`src/rss_pkg.sv`:
```
// Shared types and constants for the rotate, subtract and sleep execution block.
package rss_pkg;

	localparam int RSS_DATA_W = 8;
	localparam int RSS_ADDR_W = 7;
	localparam int RSS_NIB_W = 4;

	localparam logic RSS_DEST_ACC = 1'h0;
	localparam logic RSS_DEST_FILE = 1'h1;

	localparam logic [RSS_DATA_W-1:0] RSS_ACC_RST = 8'h00;
	localparam logic RSS_CARRY_RST = 1'h0;
	localparam logic RSS_HALF_RST = 1'h0;
	localparam logic RSS_ZERO_RST = 1'h0;
	// Both status flags read high after a power-on start.
	localparam logic RSS_EXPIRY_RST = 1'h1;
	localparam logic RSS_PDOWN_RST = 1'h1;

	typedef enum logic [2:0] {
		RSS_OP_ROTATE,
		RSS_OP_SUB_LIT,
		RSS_OP_SUB_FILE,
		RSS_OP_SUB_FILE_BORROW,
		RSS_OP_SLEEP
	} rss_op_t;

	typedef struct packed {
		rss_op_t op;
		logic [RSS_DATA_W-1:0] literal;
		logic [RSS_ADDR_W-1:0] file_addr;
		logic dest;
	} rss_req_t;

	typedef struct packed {
		logic carry;
		logic half_borrow_flag;
		logic zero;
		logic watchdog_expiry_flag;
		logic power_down_flag;
	} rss_flags_t;

	typedef struct packed {
		logic [RSS_DATA_W-1:0] result;
		logic carry;
		logic half_borrow_flag;
	} rss_sub_t;

endpackage : rss_pkg

```
`src/rss_exec.sv`:
```
// Execution unit for rotate-right, the three subtract forms and sleep.
`timescale 1ns/1ps
module rss_exec
	import rss_pkg::*;
(
	input wire logic CLOCK,
	input wire logic RST_N,
	input wire logic EXEC_VALID,
	input wire rss_req_t EXEC_REQ,
	input wire logic [RSS_DATA_W-1:0] FILE_RD_DATA,
	input wire logic WAKE,
	output logic EXEC_READY,
	output logic [RSS_DATA_W-1:0] ACC,
	output logic FILE_WR_EN,
	output logic [RSS_ADDR_W-1:0] FILE_WR_ADDR,
	output logic [RSS_DATA_W-1:0] FILE_WR_DATA,
	output rss_flags_t FLAGS,
	output logic WATCHDOG_CLEAR,
	output logic OSC_RUN
);

	// ****************************************
	// Arithmetic
	// ****************************************

	// Subtraction as a + ~b + cin; the carry out is the active-low borrow.
	function automatic rss_sub_t sub_borrow(input logic [RSS_DATA_W-1:0] a,
			input logic [RSS_DATA_W-1:0] b, input logic cin);
		logic [RSS_DATA_W:0] full;
		logic [RSS_NIB_W:0] low;
		rss_sub_t r;
		full = {1'h0, a} + {1'h0, ~b} + {{RSS_DATA_W{1'h0}}, cin};
		low = {1'h0, a[RSS_NIB_W-1:0]} + {1'h0, ~b[RSS_NIB_W-1:0]} + {{RSS_NIB_W{1'h0}}, cin};
		r.result = full[RSS_DATA_W-1:0];
		r.carry = full[RSS_DATA_W];
		r.half_borrow_flag = low[RSS_NIB_W];
		return r;
	endfunction : sub_borrow

	typedef enum logic {RSS_RUN, RSS_SLEEPING} rss_state_t;

	rss_state_t state_q, state_d;
	logic [RSS_DATA_W-1:0] acc_q, acc_d;
	logic [RSS_DATA_W-1:0] wr_data_q, wr_data_d;
	logic [RSS_ADDR_W-1:0] wr_addr_q, wr_addr_d;
	logic wr_en_q, wr_en_d;
	logic wdt_clr_q, wdt_clr_d;
	rss_flags_t flags_q, flags_d;
	logic take;
	rss_sub_t sub;
	logic [RSS_DATA_W-1:0] res;

	// Instructions are refused while asleep; only WAKE or a reset restarts the core.
	assign EXEC_READY = (state_q == RSS_RUN);
	assign take = EXEC_VALID && EXEC_READY;

	// ****************************************
	// Next state
	// ****************************************

	always_comb begin
		state_d = state_q;
		acc_d = acc_q;
		wr_data_d = wr_data_q;
		wr_addr_d = wr_addr_q;
		wr_en_d = 1'h0;
		wdt_clr_d = 1'h0;
		flags_d = flags_q;
		sub = '0;
		res = '0;
		unique case (EXEC_REQ.op)
			RSS_OP_SUB_LIT: sub = sub_borrow(EXEC_REQ.literal, acc_q, 1'h1);
			RSS_OP_SUB_FILE: sub = sub_borrow(FILE_RD_DATA, acc_q, 1'h1);
			RSS_OP_SUB_FILE_BORROW: sub = sub_borrow(FILE_RD_DATA, acc_q, flags_q.carry);
			default: sub = '0;
		endcase
		unique case (state_q)
			RSS_RUN: begin
				if (take) begin
					if (EXEC_REQ.op == RSS_OP_ROTATE) begin
						res = {flags_q.carry, FILE_RD_DATA[RSS_DATA_W-1:1]};
						flags_d.carry = FILE_RD_DATA[0];
					end else if (EXEC_REQ.op == RSS_OP_SLEEP) begin
						flags_d.power_down_flag = 1'h0;
						flags_d.watchdog_expiry_flag = 1'h1;
						wdt_clr_d = 1'h1;
						state_d = RSS_SLEEPING;
					end else begin
						res = sub.result;
						flags_d.carry = sub.carry;
						flags_d.half_borrow_flag = sub.half_borrow_flag;
						flags_d.zero = (sub.result == '0);
					end
					if (EXEC_REQ.op == RSS_OP_SUB_LIT) begin
						acc_d = res;
					end else if (EXEC_REQ.op != RSS_OP_SLEEP) begin
						if (EXEC_REQ.dest == RSS_DEST_FILE) begin
							wr_en_d = 1'h1;
							wr_addr_d = EXEC_REQ.file_addr;
							wr_data_d = res;
						end else begin
							acc_d = res;
						end
					end
				end
			end
			RSS_SLEEPING: begin
				if (WAKE) begin
					state_d = RSS_RUN;
				end
			end
		endcase
	end

	// ****************************************
	// Registers
	// ****************************************

	always_ff @(posedge CLOCK) begin
		if (!RST_N) begin
			state_q <= RSS_RUN;
			acc_q <= RSS_ACC_RST;
			wr_data_q <= '0;
			wr_addr_q <= '0;
			wr_en_q <= 1'h0;
			wdt_clr_q <= 1'h0;
			flags_q <= '{carry: RSS_CARRY_RST, half_borrow_flag: RSS_HALF_RST,
				zero: RSS_ZERO_RST, watchdog_expiry_flag: RSS_EXPIRY_RST,
				power_down_flag: RSS_PDOWN_RST};
		end else begin
			state_q <= state_d;
			acc_q <= acc_d;
			wr_data_q <= wr_data_d;
			wr_addr_q <= wr_addr_d;
			wr_en_q <= wr_en_d;
			wdt_clr_q <= wdt_clr_d;
			flags_q <= flags_d;
		end
	end

	assign ACC = acc_q;
	assign FILE_WR_EN = wr_en_q;
	assign FILE_WR_ADDR = wr_addr_q;
	assign FILE_WR_DATA = wr_data_q;
	assign FLAGS = flags_q;
	assign WATCHDOG_CLEAR = wdt_clr_q;
	// Gating the oscillator from a flop keeps glitches off the clock enable.
	assign OSC_RUN = (state_q == RSS_RUN);
endmodule : rss_exec

```
`config.mk`:
```
export PLATFORM = sky130hd
export DESIGN_NAME = rss_exec
export DESIGN_NICKNAME = d
export VERILOG_FILES = /design/src/rss_pkg.sv /design/src/rss_exec.sv
export SDC_FILE = /design/constraint.sdc
export NUM_CORES = 1
export LEC_CHECK = 0
export ABC_AREA = 1
export BUFFER_PORTS_ARGS = -buffer_cell sky130_fd_sc_hd__buf_2
export CAP_MARGIN = 20
export CORE_MARGIN = 5
export CORE_UTILIZATION = 40
export CTS_BUF_LIST = sky130_fd_sc_hd__clkbuf_8 sky130_fd_sc_hd__clkbuf_16
export CTS_CLUSTER_DIAMETER = 80
export DETAILED_ROUTE_END_ITERATION = 12
export GPL_TIMING_DRIVEN = 0
export SLEW_MARGIN = 25
export SYNTH_ARGS = -nofsm -noshare
export SYNTH_HDL_FRONTEND = slang
export SYNTH_SLANG_ARGS = --single-unit
```
`constraint.sdc`:
```
create_clock -name CLOCK -period 5.06 [get_ports CLOCK]
set_input_delay 0.253 -clock CLOCK [delete_from_list [all_inputs] [get_ports CLOCK]]
set_output_delay 0.253 -clock CLOCK [all_outputs]
set_load 0.1 [all_outputs]
```
## Word-level counts from Yosys, hierarchy flattened

Index checks and enable logic that the tools add are counted.

- $add $sub $neg: 10
- $mul: 0
- Divide/modulo/power cells: 0
- Order comparisons: 0
- Equal/unequal tests: 7
- Shifts and indexed selects: 0
- Multiplexer cells: 14
- Bitwise operators: 9
- Reductions and logical operators: 11

Operators by type and width:

| operator | number |
|---|---|
| 8-bit 2-to-1 mux | 5 |
| 10-bit case mux with 3 select lines | 1 |
| 8-bit by 8-bit adder with 9-bit output | 2 |
| 9-bit by 1-bit adder with 9-bit output, second input constant | 2 |
| 4-bit AND reduction | 3 |
| 4-bit by 4-bit adder with 5-bit output | 2 |
| 5-bit by 1-bit adder with 5-bit output, second input constant | 2 |
| 9-bit by 1-bit adder with 9-bit output | 1 |
| 8-bit zero test | 1 |
| 8-bit NOT | 1 |
| 1-bit NOT | 7 |
| 3-bit by 2-bit == test with 1-bit output, second input constant | 2 |
| 1-bit 2-to-1 mux | 6 |
| 5-bit by 1-bit adder with 5-bit output | 1 |
| 5-bit AND reduction | 1 |
| 5-bit OR reduction | 1 |
| 4-bit NOT | 1 |
| 3-bit by 1-bit == test with 1-bit output, second input constant | 1 |
| 3-bit == test, second input constant | 1 |
| 3-bit zero test | 1 |
| 3-bit 2-to-1 mux | 1 |
| 3-bit != test, second input constant | 1 |
| 3-bit AND reduction | 1 |
| 2-bit by 1-bit != test with 1-bit output, second input constant | 1 |
| other kinds (5) | 5 |

- Register bits: 30
- Bits in latches: 0
- RAM bits: 0
- Memory bits (read-only): 0
- Bits of input ports: 31
- Output and inout port bits: 32
- Logic and storage cells: 61
- Memories kept: 0

## Logic depth before layout (Yosys ltp)

- Depth after elaboration: 9
- Gate-level depth with buffers: 19

## Least setup slack after synthesis

OpenSTA, ideal clock, no wires.

- Path type: reg2reg
- From: reg acc_q[0], in the netlist ACC[0]
- To: reg flags_q (netlist bit FLAGS[2])
- Data arrival time: 2.896 ns
- Required time: 4.990 ns
- Path slack: 2.095 ns
- Stages on the path, launching flop included: 17
- Path buffers: 0
- Cells stage by stage: dfxtp_1 inv_1 ha_1 inv_1 fa_1 inv_1 ha_1 nand3_1 nor2_2 nand2_1 nand3_1 nand3_1 nor2_1 nand2_1 nor2_1 nand2_1 a21oi_1

- Longest elaborated chain between the ends: 5
- Elaborated cells between the ends (all ways): 8
- Those cells by class: 5 x add/sub; 1 x mux; 1 x bitwise; 1 x reduce/logical

RTL lines:

| item | RTL line | text |
|---|---|---|
| start: declaration | rss_exec.sv:43 | `logic [RSS_DATA_W-1:0] acc_q, acc_d;` |
| start signal: assignment | rss_exec.sv:122 | `acc_q <= RSS_ACC_RST;` |
| start signal: assignment | rss_exec.sv:132 | `acc_q <= acc_d;` |
| 8-bit NOT * | rss_exec.sv:32 | `full = {1'h0, a} + {1'h0, ~b} + {{RSS_DATA_W{1'h0}}, cin};` |
| 8-bit by 8-bit adder with 9-bit output | rss_exec.sv:32 |  |
| 9-bit by 1-bit adder with 9-bit output | rss_exec.sv:32 |  |
| 10-bit case mux with 3 select lines * | rss_exec.sv:71 | `unique case (EXEC_REQ.op)` |
| 8-bit zero test * | rss_exec.sv:92 | `flags_d.zero = (sub.result == '0);` |
| end signal: assignment | rss_exec.sv:127 | `flags_q <= '{carry: RSS_CARRY_RST, half_borrow_flag: RSS_HALF_RST,` |
| end signal: assignment | rss_exec.sv:137 | `flags_q <= flags_d;` |
| end: declaration | rss_exec.sv:48 | `rss_flags_t flags_q, flags_d;` |

Every way passes the cells marked *; elsewhere a longest branch is shown, timed or not.
A chain may end at the register's enable or synchronous reset.

## Worst setup path in the final report

Ends and elaborated chain as after synthesis.

==> metrics.yaml <==
status: "completed"
ys_top_cells_by_count: "80 x nand2_1, 51 x inv_1, 47 x nor2_1"
worst_ir_drop_vdd_v: 0.000189
cp-end-kind: "register"
drtIter0Drc: 145
finalSetupViolCount: 0
drc: 0
fp.coreArea_mm2: 0.00589
max_freq_mhz: 377
routed_wl_um: 7070
fp-row-count: 28
syn-num-nets: 440
area_growth_pct: 19.7
hold_violations: 0
initial_utilization_pct: 41.0
leakage_nw: 1.51
port_buffers: 60
cts_setup_buffers: 0
critical_path.max_fanout: 5
yosysWarningCount: 0
cts.clk_slew.worst_paths_ns: 0.06
fin_crit_sh_pct: 52.5
wl_per_cell_um: 13.4
synth-edff-count: 0
fin_skew_ns: 0.00480
final_max_slew_viol_count: 0
rsz0062_at_grt: "false"
fin_area_mm2: 0.00289
num_io_pins: 63
die_y_um: 87.7
die_area_mm2: 0.00769
place_area_mm2: 0.00281
cp.arrival_ns: 2.86
drtPass1Iterations: 5
synthArstFlopShare_pct: 0
drive_above_1_share_pct: 18.9
yosys.cell_count.top_type: "nand2_1"
place.gp.congestion: 0.878
reg2reg_slack_ns: 2.40
syn_inst: 388
maxSlewHeadroom_pct: 54.9
antenna_found_initial: 0
hold-path-cell-count: 2
postRouteAntennaNets: 0
grt-ovfl-total: 0
clkLatencyLatePin_ns: 0.27
num_antenna_cells: 0
cts.sinks: 30
power_density_mw_per_mm2: 293
synth_top_area_share_pct: 24.9
ys_ff_latch: 30
fin_total_pwr_uw: 848
required_ns: 5.26
ctsHoldBuffers: 0
synthesis.area_mm2: 0.00241
grt_first_pass_wirelength_um: 11900
cts_buffers: 5
hold_class: "input port to register"
tightest_slew_ns: 0.674
rr_worst_depth: 16
chipWidth_um: 87.7
cts_resized: 0
htree_levels: 2
crit_type: "register to register"
critPathLaunchType: "register"
cts_tree: "done"
yosysTopAreaCell: "dfxtp_1"
synth.avg_cell_area_um2: 6.22
vias: 2736
grt_max_degree: 11
grt_use_total_pct: 19.3
cts.path.max_buffers: 2
grt_pass1_vias: 2506
maxCapViolCount: 0
ys_top_cells_by_area: "dfxtp_1 25%, nand2_1 12%, ha_1 9.8%"
yosysSeqAreaShare_pct: 24.9
nNetsFinal: 507
hpwl_um: 5830
synth_ff_type: "dfxtp_1"
min_period_ns: 2.66
setup-tns-final_ns: 0
hold_slack_ns: 0.175
clockRootBuffer: "clkbuf_8"
yosys.cell_types.count: 28
vias_per_cell: 5.17
-- registers in the layout, indices dropped and copies added, names as in the netlist --
name	cells
FLAGS	4
WATCHDOG_CLEAR	1
state_q	1
FILE_WR_ADDR	7
FILE_WR_DATA	8
ACC	8
FILE_WR_EN	1
-- through the flow --
stage	std cells	util (%)	worst slack (ns)
6_report	529	49.1	2.40
5_1_grt	529	49.1	2.10
4_1_cts	529	49.1	2.39
3_5_place_dp	523	47.7	2.39
3_3_place_gp	523	47.7	2.47
2_1_floorplan	388	-	2.09
-- placed cells by master (no fill, tap or decap), drive strengths merged --
cell type  netlist  routed
a211oi           4       4
a21oi           33      33
a31oi            2       2
buf              5      65
clkbuf           3       9
conb             1       1
dfxtp           30      30
fa               2       2
ha              19      19
inv             53      53
nand2           86      86
nand3           47      47
nand3b           2       2
nand4           11      11
nor2            51      51
nor3             2       2
o2111ai          1       1
o211ai           2       2
o21ai           32      32
o22ai            1       1
xor2             1       1
-- path summary, 6_finish.rpt --
kind / startpoint / end
min reg2reg: FLAGS[0] / FLAGS[0]
min: WAKE / state_q
max: ACC[0] / FLAGS[2]
max reg2reg: ACC[0] / FLAGS[2]
-- layout make-up --
class / count / area, um^2
plain buffers: 8 / 40.0
fillers: 678 / 2990
clock buffers: 6 / 82.6
inverters: 53 / 199
flip-flops and latches: 30 / 601
repair buffers: 60 / 300
multi-input cells: 297 / 1580
well taps: 75 / 93.8
-- critical path, stage by stage, from the launching register on --
cell,delay [ns]
dfxtp_1,0.39
inv_1,0.06
ha_1,0.21
inv_1,0.07
fa_1,0.40
inv_1,0.12
ha_1,0.18
nand3_1,0.16
nor2_2,0.25
nand2_1,0.08
nand3_1,0.08
nand3_1,0.09
nor2_1,0.13
nand2_1,0.06
nor2_1,0.12
nand2_1,0.07
a21oi_1,0.13
-- logic make-up (layout without fill, tap and decap cells) --
group	Yosys count	count (layout)	synth area share, %
DFF	30	30	24.9
AOI/OAI and AO/OA	75	75	16.6
adders and majority gates	21	21	11.5
buffers and inverters	61	127	9.90
other	1	1	0.155
xor gates and xnor gates	1	1	0.363
and+or+nand+nor	199	199	36.6
-- metal layers --
metal	GRT usage, %	up-vias	part of all wire (%)
li1	-	1424	-
met4	2.93	0	0.83
met2	29.4	74	44
met5	0	-	0
met1	29.0	1232	51
met3	3.39	6	4.3
-- power by group --
part           total [mW]  internal, mW  switching, mW  leakage, nW
logic               0.396        0.0986          0.297         1.22
registers           0.264         0.253         0.0112        0.246
clock network       0.188         0.105         0.0832       0.0431
total               0.848         0.456          0.392         1.51
(Power assumes the default switching activity.)
